`src/pirqe_pkg.sv`:
```
// Package for the peripheral interrupt enable block: register map,
// field positions and reset values.
// Assumes a 32-bit Avalon-MM slave port with byte addressing.
package pirqe_pkg;

   // ----------------------------------------------------------------
   // Register map
   // ----------------------------------------------------------------
   localparam logic [9:0] PIRQE_ENABLE_OFFSET = 10'h08c;
   localparam logic [9:0] PIRQE_FLAG_OFFSET   = 10'h090;
   localparam logic [9:0] PIRQE_CTRL_OFFSET   = 10'h094;

   // ----------------------------------------------------------------
   // Field positions
   // ----------------------------------------------------------------
   localparam int PIRQE_BIT_TMR_A_OVF = 0;
   localparam int PIRQE_BIT_TMR_B_MAT = 1;
   localparam int PIRQE_BIT_CAPCMP    = 2;
   localparam int PIRQE_BIT_UNUSED    = 3;
   localparam int PIRQE_BIT_SER_TX    = 4;
   localparam int PIRQE_BIT_SER_RX    = 5;
   localparam int PIRQE_BIT_CMP       = 6;
   localparam int PIRQE_BIT_EE        = 7;

   // Writable bits: bit 3 is unimplemented
   localparam logic [7:0] PIRQE_IMPL_MASK   = 8'hf7;
   localparam logic [7:0] PIRQE_ENABLE_RST  = 8'h00;
   localparam logic [7:0] PIRQE_FLAG_RST    = 8'h00;
   localparam logic [1:0] PIRQE_CTRL_RST    = 2'h0;
   localparam int         PIRQE_CTRL_GLOBAL = 1;
   localparam int         PIRQE_CTRL_PERIPH = 0;
   localparam logic [31:0] PIRQE_READ_ZERO  = 32'h0000_0000;

   // ----------------------------------------------------------------
   // State
   // ----------------------------------------------------------------
   typedef struct packed {
      logic [7:0]  enable;
      logic [7:0]  flag;
      logic [1:0]  ctrl;
      logic [31:0] readdata;
      logic        ack;
      logic        irq;
   } pirqe_state_t;

endpackage

```
`src/pirqe_enable.sv`:
```
// Peripheral interrupt enable register with its flag register and a
// combined request output, reached over Avalon-MM.
// Assumes sources present one-cycle event pulses synchronous to core_clk.
//
// Decided for this implementation: register access over Avalon-MM.
`timescale 1ns/1ps

// Notes on behaviour
// - Serial transmit request passes only while its enable bit 4 is one.
// - Capture/compare request passes only while enable bit 2 is one.
// - Timer B period-match request passes only while enable bit 1 is one.
// - Timer A overflow request passes only while enable bit 0 is one.
// - Flags set on source events regardless of any enable bit.
module pirqe_enable
   import pirqe_pkg::*;
#(
   parameter int ADDR_W = 10
)
(
   // Clock and reset
   input  wire logic              core_clk,
   input  wire logic              rst_n,
   // Avalon-MM slave
   input  wire logic [ADDR_W-1:0] address,
   input  wire logic              read,
   input  wire logic              write,
   input  wire logic [31:0]       writedata,
   input  wire logic [3:0]        byteenable,
   output logic      [31:0]       readdata,
   output logic                   waitrequest,
   // Source event pulses, bit order as the enable register
   input  wire logic [7:0]        source_event,
   // Current enable view, combined request
   output logic      [7:0]        serial_irq_view,
   output logic                   peripheral_irq_request
);

   // Address bits above the ten decoded ones are ignored
   if (ADDR_W < 10)
   begin : g_addr_check
      $error("pirqe_enable: ADDR_W below the ten decoded address bits");
   end

   // ----------------------------------------------------------------
   // State
   // ----------------------------------------------------------------
   pirqe_state_t state;
   pirqe_state_t next_state;

   localparam int NUM_SRC = $bits(PIRQE_IMPL_MASK);

   // ----------------------------------------------------------------
   // Decode helpers
   // ----------------------------------------------------------------

   // Word match; the two byte-offset bits are ignored
   function automatic logic hits_offset
   (
      input logic [9:0] byte_addr,
      input logic [9:0] offset
   );
      logic [9:0] aligned;
      logic       match;
      aligned = {byte_addr[9:2], 2'h0};
      match = (aligned == offset);
      return match;
   endfunction

   // Byte registers sit in lane 0; upper lanes read zero
   function automatic logic [31:0] lane0_word
   (
      input logic [7:0] value
   );
      logic [31:0] word;
      word = {24'h000000, value};
      return word;
   endfunction

   // Control bits sit at the bottom of their word
   function automatic logic [31:0] ctrl_word
   (
      input logic [1:0] value
   );
      logic [31:0] word;
      word = {30'h0, value};
      return word;
   endfunction

   // Control field of a write word
   function automatic logic [1:0] ctrl_from_write
   (
      input logic [31:0] data
   );
      logic [1:0] bits;
      bits = data[1:0];
      return bits;
   endfunction

   // Unimplemented positions never hold a one
   function automatic logic [7:0] implemented
   (
      input logic [7:0] value
   );
      logic [7:0] kept;
      kept = value & PIRQE_IMPL_MASK;
      return kept;
   endfunction

   // Write-one-to-clear keeps software from racing a new event
   function automatic logic [7:0] clear_ones
   (
      input logic [7:0] current,
      input logic [7:0] ones
   );
      logic [7:0] left;
      left = current & ~ones;
      return left;
   endfunction

   // ----------------------------------------------------------------
   // Bus request
   // ----------------------------------------------------------------

   // Handshake
   logic               bus_req;
   logic               bus_take;
   logic               bus_done;
   logic               lane0_on;
   // Register selects
   logic               sel_enable;
   logic               sel_flag;
   logic               sel_ctrl;
   // Write and read strobes
   logic               wr_enable;
   logic               wr_flag;
   logic               wr_ctrl;
   logic               rd_take;
   // Sources and gating
   logic [7:0]         event_in;
   logic [NUM_SRC-1:0] gated;
   logic               any_pass;
   logic               masters_on;

   // Taken while no answer is pending
   assign bus_req  = read | write;
   assign bus_take = bus_req & ~state.ack;
   // Writes land only at the edge that sees waitrequest low
   assign bus_done = bus_req & state.ack;
   // Each register fits in one byte, so only lane 0 matters
   assign lane0_on = byteenable[0];

   // ----------------------------------------------------------------
   // Address decode
   // ----------------------------------------------------------------

   assign sel_enable = hits_offset(address[9:0],
                                   PIRQE_ENABLE_OFFSET);

   assign sel_flag   = hits_offset(address[9:0],
                                   PIRQE_FLAG_OFFSET);

   assign sel_ctrl   = hits_offset(address[9:0],
                                   PIRQE_CTRL_OFFSET);

   // ----------------------------------------------------------------
   // Write and read strobes
   // ----------------------------------------------------------------

   assign wr_enable = bus_done
                      & write
                      & lane0_on
                      & sel_enable;

   assign wr_flag   = bus_done
                      & write
                      & lane0_on
                      & sel_flag;

   assign wr_ctrl   = bus_done
                      & write
                      & lane0_on
                      & sel_ctrl;

   // Read data captured at the taking edge, ready in the cycle after the wait cycle
   assign rd_take   = bus_take
                      & read;

   // ----------------------------------------------------------------
   // Source events
   // ----------------------------------------------------------------

   // Bit 3 has no source behind it
   assign event_in = implemented(source_event);

   // ----------------------------------------------------------------
   // Request gating
   // ----------------------------------------------------------------

   // Enables only gate requests; flags stay visible regardless
   genvar g;
   generate
      for (g = 0; g < NUM_SRC; g++)
      begin : g_gate
         assign gated[g] = state.flag[g]
                           & state.enable[g];
      end
   endgenerate

   assign any_pass   = |gated;

   // Both master enables must be on
   assign masters_on = state.ctrl[PIRQE_CTRL_GLOBAL]
                       & state.ctrl[PIRQE_CTRL_PERIPH];

   // ----------------------------------------------------------------
   // Next state
   // ----------------------------------------------------------------

   always_comb
   begin
      next_state = state;

      // One wait cycle per access, answer on the following edge
      if (bus_take)
      begin
         next_state.ack = 1'b1;
      end
      else
      begin
         next_state.ack = 1'b0;
      end

      // Enable register
      if (wr_enable)
      begin
         next_state.enable = implemented(writedata[7:0]);
      end

      // Master enables
      if (wr_ctrl)
      begin
         next_state.ctrl = ctrl_from_write(writedata);
      end

      // A same-cycle event wins over the clear, so no event is lost
      if (wr_flag)
      begin
         next_state.flag = clear_ones(state.flag, writedata[7:0]);
      end
      if (|event_in)
      begin
         next_state.flag = next_state.flag | event_in;
      end

      // Read data stand until the next read is taken
      if (rd_take)
      begin
         if (sel_enable)
         begin
            next_state.readdata = lane0_word(state.enable);
         end
         else if (sel_flag)
         begin
            next_state.readdata = lane0_word(state.flag);
         end
         else if (sel_ctrl)
         begin
            next_state.readdata = ctrl_word(state.ctrl);
         end
         else
         begin
            // Unmapped words read zero
            next_state.readdata = PIRQE_READ_ZERO;
         end
      end

      // Registered request, one cycle behind flag, enable and control
      if (masters_on & any_pass)
      begin
         next_state.irq = 1'b1;
      end
      else
      begin
         next_state.irq = 1'b0;
      end
   end

   // ----------------------------------------------------------------
   // Registers
   // ----------------------------------------------------------------
   always_ff @(posedge core_clk)
   begin
      if (!rst_n)
      begin
         state.enable   <= PIRQE_ENABLE_RST;
         state.flag     <= PIRQE_FLAG_RST;
         state.ctrl     <= PIRQE_CTRL_RST;
         state.readdata <= PIRQE_READ_ZERO;
         state.ack      <= 1'b0;
         state.irq      <= 1'b0;
      end
      else
         state <= next_state;
   end

   // ----------------------------------------------------------------
   // Outputs
   // ----------------------------------------------------------------
   assign waitrequest            = bus_take;
   assign readdata               = state.readdata;
   assign serial_irq_view        = state.enable;
   assign peripheral_irq_request = state.irq;

endmodule

```
`config.mk`:
```
export PLATFORM = sky130hd
export DESIGN_NAME = pirqe_enable
export DESIGN_NICKNAME = d
export VERILOG_FILES = /design/src/pirqe_pkg.sv /design/src/pirqe_enable.sv
export SDC_FILE = /design/constraint.sdc
export NUM_CORES = 1
export LEC_CHECK = 0
export ABC_AREA = 0
export BUFFER_PORTS_ARGS = -buffer_cell sky130_fd_sc_hd__clkbuf_2
export CAP_MARGIN = 40
export CORE_MARGIN = 5
export CORE_UTILIZATION = 25
export CTS_BUF_LIST = sky130_fd_sc_hd__clkbuf_4 sky130_fd_sc_hd__clkbuf_8 sky130_fd_sc_hd__clkbuf_16
export CTS_CLUSTER_SIZE = 16
export DETAILED_ROUTE_END_ITERATION = 16
export GPL_TIMING_DRIVEN = 1
export PLACE_DENSITY_LB_ADDON = 0.25
export SLEW_MARGIN = 20
export SYNTH_ARGS = -nofsm -noshare
export SYNTH_HDL_FRONTEND = slang
export SYNTH_SLANG_ARGS = --single-unit
```
`constraint.sdc`:
```
create_clock -name core_clk -period 1 [get_ports core_clk]
set_input_delay 0 -clock core_clk [delete_from_list [all_inputs] [get_ports core_clk]]
set_output_delay 0 -clock core_clk [all_outputs]
set_load 0.005 [all_outputs]
```
==> results of run 1 <==
## cell usage after synthesis, types with 2 or more instances
master	count
a211oi_1	2
a21boi_1	5
a21oi_1	2
a31oi_1	7
and3b_1	3
and4_1	2
and4b_1	8
and4bb_2	5
buf_2	3
buf_4	40
clkbuf_1	6
dfxtp_1	27
inv_1	7
mux2i_1	9
nand2_1	25
nand3_1	3
nand4_1	2
nor2_1	4
o2111ai_1	5
o21ai_0	7
## per-stage QoR
step                      util [%]  hold slack [ns]  cells  area [µm²]  setup TNS, ns
after floorplan                  -           0.0870    211        1730         -0.297
after global placement        30.1            0.172    309        1910          -2.29
after detailed placement      30.1            0.178    309        1910          -2.51
after CTS                     33.9           0.0662    328        2150          -1.72
after global routing          34.9           0.0774    329        2220          -3.06
final                         34.9           0.0585    329        2220          -1.47
## worst max-delay path, delay by kind of cell, from the launching register on
| family | cells | cell delay (ns) |
|---|---|---|
| simple gates | 2 | 0.41 |
| buf+inv | 1 | 0.13 |
| mux | 1 | 0.18 |
| flops | 1 | 0.35 |
## where the power goes
part | internal [mW] | total (mW) | switching [mW] | leakage (nW)
clock network | 0.313 | 0.666 | 0.353 | 0.0262
registers | 1.10 | 1.12 | 0.0224 | 0.221
logic | 0.179 | 0.354 | 0.176 | 0.779
## registers in the layout (all words and copies together), names as in the netlist
signal,count
serial_irq_view,7
readdata,8
peripheral_irq_request,1
state,11
## how the worst max path moves through the flow
stage | to | slack, ns | start
2_1_floorplan | serial_irq_view[0] | -0.04 | state[1]
3_3_place_gp | state[41] | -0.16 | address[2]
3_5_place_dp | serial_irq_view[5] | -0.16 | state[1]
4_1_cts | state[41] | -0.14 | state[1]
5_1_grt | serial_irq_view[1] | -0.20 | state[1]
6_report | serial_irq_view[5] | -0.14 | state[1]
## cells by family after synthesis
group / Yosys count / synth area share, %
muxes: 9 / 5.49
DFF: 27 / 33.0
AOI/OAI and AO/OA: 34 / 14.9
buffers and inverters: 57 / 22.9
and+or+nand+nor: 59 / 23.6
other: 1 / 0.229
## cell type report
type | count | area, µm² | area share [%]
Clock buffer | 4 | 48.8 | 2.20
Multi-Input combinational cell | 127 | 898 | 40.5
Sequential cell | 27 | 547 | 24.7
Inverter | 7 | 26.3 | 1.19
Tap cell | 77 | 96.3 | 4.35
Timing Repair Buffer | 87 | 601 | 27.1
## metal layers
layer  share of wire [%]  track usage, %  up-vias
met3                 6.6            1.98        4
met1                  47            13.5      638
met2                  45            15.6       49
li1                    -               -      734
met4                0.91            2.93        0
met5                   0               0        -
## repair_timing
item	CTS	global route
pin swaps	3	11
setup buffers	0	1
setup endpoints to repair	27	27
hold buffers	15	0
gates resized for setup	10	13
hold endpoints to repair	14	0
==> qor.tcl, run 1 <==
set qor(timing.rr.start) {state[1]}
set qor(antenna_left) 0
set qor(dp_hpwl_um) 3340
set qor(globalRouteTotalUtil_pct) 9.82
set qor(leading_cell_types_in_the_layout_fill_and_taps_excluded) {44 x clkbuf_2, 25 x nand2_1, 25 x conb_1, 25 x buf_4, 22 x dfxtp_1}
set qor(cap_violations) 0
set qor(count_of_unique_library_cells_instantiated_by_yosys) 35
set qor(initial_utilization_pct) 25.8
set qor(synthesis.yosys.warnings) 0
set qor(regToRegEndpoint) {serial_irq_view[5]}
set qor(tritoncts) {built}
set qor(worstPathCellList) {and3_4 > and4_4 > buf_12 > mux2i_1}
set qor(layout.cells.most_common) {clkbuf_2}
set qor(ys_seq_area_share_pct) 33.0
set qor(fill_cells) 660
set qor(violations_in_the_final_reports) {setup timing}
set qor(number_of_global_route_vias_before_repair) 1335
set qor(finalWirelength_um) 4270
set qor(firstDrtPassIters) 4
set qor(die_area_um2) 8280
set qor(finalNetCount) 311
set qor(synth_enable_flop_cells) 0
set qor(worstPathArrival_ns) 1.35
set qor(drt-vias-per-instance) 4.33
set qor(setup.worst_path.class) {reg2reg}
set qor(crit_required_ns) 1.21
set qor(timing.final.hold_violations) 0
set qor(whs_endpoint) {peripheral_irq_request}
set qor(layout-drive-gt1-share_pct) 40.9
set qor(critPathLaunchType) {flop}
set qor(slowest_delay_ns) 0.35
set qor(drc_errors) 0
set qor(main_flop_type_after_synthesis) {dfxtp_1}
set qor(die_h_um) 91
set qor(clock_root_cell) {clkbuf_8}
set qor(grt_setup_unrepaired) {true}
set qor(route.vias.total) 1425
set qor(yosysTopAreaCellShare_pct) 33.0
set qor(dp_worst_setup_slack_ns) -0.159
set qor(report.final.setup_viol) 15
set qor(synth_cells) 187
set qor(max-clock-path-buffers) 2
set qor(timing.hold.worst_path_depth) 3
set qor(synth_area_per_cell_um2) 8.77
set qor(path_clk_slew_ns) 0.10
set qor(largest_driver_fanout_on_the_critical_path) 7
set qor(global_route_wire_length_before_repair_um) 6720
set qor(boundaryPins) 100
set qor(grt_remaining_overflow) 0
set qor(pwr_density_cell_nw_per_um2) 967
set qor(fp.coreArea_um2) 6350
set qor(reg2reg_setup_slack_ns) -0.14
set qor(place_congestion) 0.772
set qor(ys_async_sr_fraction_pct) 0
set qor(insertedDiodeCount) 0
set qor(synth_area_leaders) {dfxtp_1 33%, buf_4 18%, nand2_1 5.7%}
set qor(drv_slew) 0
set qor(detailedRoute.firstIterationViolations) 58
set qor(hold_path.class) {in2reg}
set qor(fin_skew_ns) 0.00472
set qor(yosys.area.top_type) {dfxtp_1}
set qor(clk-insertion-delay-late_ns) 0.28
set qor(antenna_found_initial) 0
set qor(cts_sinks) 27
set qor(synth_seq_cells) 27
set qor(synthToLayoutAreaGrowth_pct) 35.2
set qor(cell_with_the_largest_stage_delay_on_the_worst_path) {dfxtp_2}
set qor(final.setup.worst_slack_ns) -0.142
set qor(row_count) 29
set qor(min_clock_period_post_route_ns) 1.14
set qor(critPathCaptureType) {flop}
set qor(outcome) {finished, violations left}
set qor(clock.fmax_mhz) 875
set qor(reg2reg_path_depth) 4
set qor(post_syn_area_um2) 1640
set qor(timing.hold.worst.start) {rst_n}
set qor(avgRoutedWirePerCell_um) 13.0
set qor(post-route-period-util_pct) 114
set qor(max-vdd-ir-drop_uv) 461
set qor(cts_inserted_buffers) 3
set qor(htree_levels) 1
set qor(overall_power_consumption_mw) 2.14
set qor(fp.dieW_um) 91
set qor(p_leak_nw) 1.03
set qor(grt_start_max_net_pins) 15
set qor(io_buffers) 44
(Power assumes the default switching activity.)
==> inputs of run 2 (changes only) <==
GPL_TIMING_DRIVEN = 0   (was 1)
clock period = 1.05 ns   (was 1 ns; I/O delays follow)
==> qor.tcl, run 2 (synthesis gave the netlist of run 1 again) <==
set qor(cts_sinks) 27
set qor(leading_cell_types_in_the_layout_fill_and_taps_excluded) {43 x clkbuf_2, 40 x buf_4, 26 x dfxtp_1}
set qor(insertedDiodeCount) 0
set qor(row_count) 29
set qor(avgRoutedWirePerCell_um) 12.5
set qor(drv_slew) 0
set qor(fp.coreArea_um2) 6350
set qor(fin_skew_ns) 0.00196
set qor(max-clock-path-buffers) 2
set qor(worstPathArrival_ns) 1.39
set qor(setup.worst_path.class) {reg2reg}
set qor(grt_setup_unrepaired) {true}
set qor(path_clk_slew_ns) 0.09
set qor(htree_levels) 1
set qor(drc_errors) 0
set qor(max-vdd-ir-drop_uv) 559
set qor(p_leak_nw) 1.11
set qor(antenna_left) 0
set qor(fill_cells) 664
set qor(io_buffers) 43
set qor(violations_in_the_final_reports) {setup timing}
set qor(cp_top_family) {simple AND/OR/NAND/NOR gates}
set qor(final.setup.worst_slack_ns) -0.135
set qor(dp_worst_setup_slack_ns) -0.301
set qor(biggest_register) {state}
set qor(antenna_found_initial) 0
set qor(tightestPinTransition_ns) 0.629
set qor(global_route_wire_length_before_repair_um) 7300
set qor(drt-vias-per-instance) 4.34
set qor(critPathCaptureType) {flop}
set qor(firstDrtPassIters) 4
set qor(globalRouteTotalUtil_pct) 10.6
set qor(detailedRoute.firstIterationViolations) 78
set qor(clk-insertion-delay-late_ns) 0.27
set qor(cell_with_the_largest_stage_delay_on_the_worst_path) {dfxtp_4}
set qor(slowest_delay_ns) 0.38
set qor(cap_violations) 0
set qor(die_area_um2) 8280
set qor(min_clock_period_post_route_ns) 1.19
set qor(tritoncts) {built}
set qor(hold_path.class) {in2reg}
set qor(crit_required_ns) 1.26
set qor(report.final.setup_viol) 16
set qor(path_buf_inv) 1
set qor(cts_inserted_buffers) 3
set qor(grt_start_max_net_pins) 15
set qor(clock_root_cell) {clkbuf_8}
set qor(worstPathCellList) {and3_4 > and4_1 > buf_6 > mux2i_1}
set qor(max-slew-margin-rel_pct) 57.9
set qor(outcome) {finished, violations left}
set qor(post-route-period-util_pct) 113
set qor(number_of_global_route_vias_before_repair) 1514
set qor(layout-drive-gt1-share_pct) 38.6
set qor(layout.cells.most_common) {clkbuf_2}
set qor(route.vias.total) 1513
set qor(finalNetCount) 331
set qor(post-route-util_pct) 35.9
set qor(clock.fmax_mhz) 844
set qor(largest_register_ffs) 11
set qor(fp.dieW_um) 91
set qor(largest_driver_fanout_on_the_critical_path) 7
set qor(synthToLayoutAreaGrowth_pct) 39.0
set qor(finalWirelength_um) 4370
set qor(timing.final.hold_violations) 0
set qor(pwr_density_cell_nw_per_um2) 899
set qor(place_congestion) 0.769
set qor(die_h_um) 91
set qor(initial_utilization_pct) 25.8
set qor(grt_remaining_overflow) 0
set qor(critPathLaunchType) {flop}
set qor(dp_hpwl_um) 3370
set qor(boundaryPins) 100
==> run 2: cell type report <==
type                    count  area, µm²  area share [%]
repair buffers             58        365            16.0
inverters                   7       26.3            1.15
multi-input cells         127        847            37.2
well taps                  77       96.3            4.23
flip-flops and latches     27        544            23.9
plain buffers              49        352            15.4
clock buffers               4       48.8            2.14
==> run 2: final timing paths <==
check / start / slack [ns] / endpoint / depth (start not counted)
max: state[1] / -0.14 / serial_irq_view[6] / 4
min: address[6] / 0.1 / readdata[6] / 4
max reg2reg: state[1] / -0.14 / serial_irq_view[6] / 4
min reg2reg: state[39] / 0.45 / state[39] / 2
==> run 2: timing repair <==
action / 4_1_cts / 5_1_grt
pin swaps: 8 / 0
gates resized for setup: 4 / 4
hold buffers: 15 / 0
endpoints found under the hold margin: 16 / 0
cloned: 0 / 0
buffers inserted: 0 / 0
endpoints found under the setup margin: 26 / 25
==> run 2: per-stage QoR <==
step                      hold WS, ns  area (µm²)  cells  power, mW  setup TNS (ns)
after floorplan                0.0870        1730    211       1.28               0
after global placement          0.178        2040    331       1.39           -4.65
after detailed placement        0.177        2040    331       1.39           -5.05
after CTS                       0.101        2250    349       2.05           -1.92
after global routing            0.112        2280    349       2.15           -2.91
final                          0.0960        2280    349       2.05           -1.40
==> run 2: power breakdown <==
part | total, mW | internal [mW] | switching [mW]
sequential | 1.07 | 1.05 | 0.0210
combinational | 0.355 | 0.188 | 0.167
clock | 0.628 | 0.298 | 0.330
total | 2.05 | 1.53 | 0.518
==> run 2: routing by layer <==
metal	wire [µm]	up-vias	part of all wire (%)	global-route usage (%)
met4	48	0	1.1	2.44
met5	0	-	0	0
met3	272	6	6.2	3.22
met2	2060	46	47	17.4
li1	-	769	-	-
met1	1990	692	46	13.5
==> run 2: worst reg2reg max path: stages (launching register included) <==
cell and delay (ns):
dfxtp_4 0.38, and3_4 0.19, and4_1 0.20, buf_6 0.16
mux2i_1 0.19
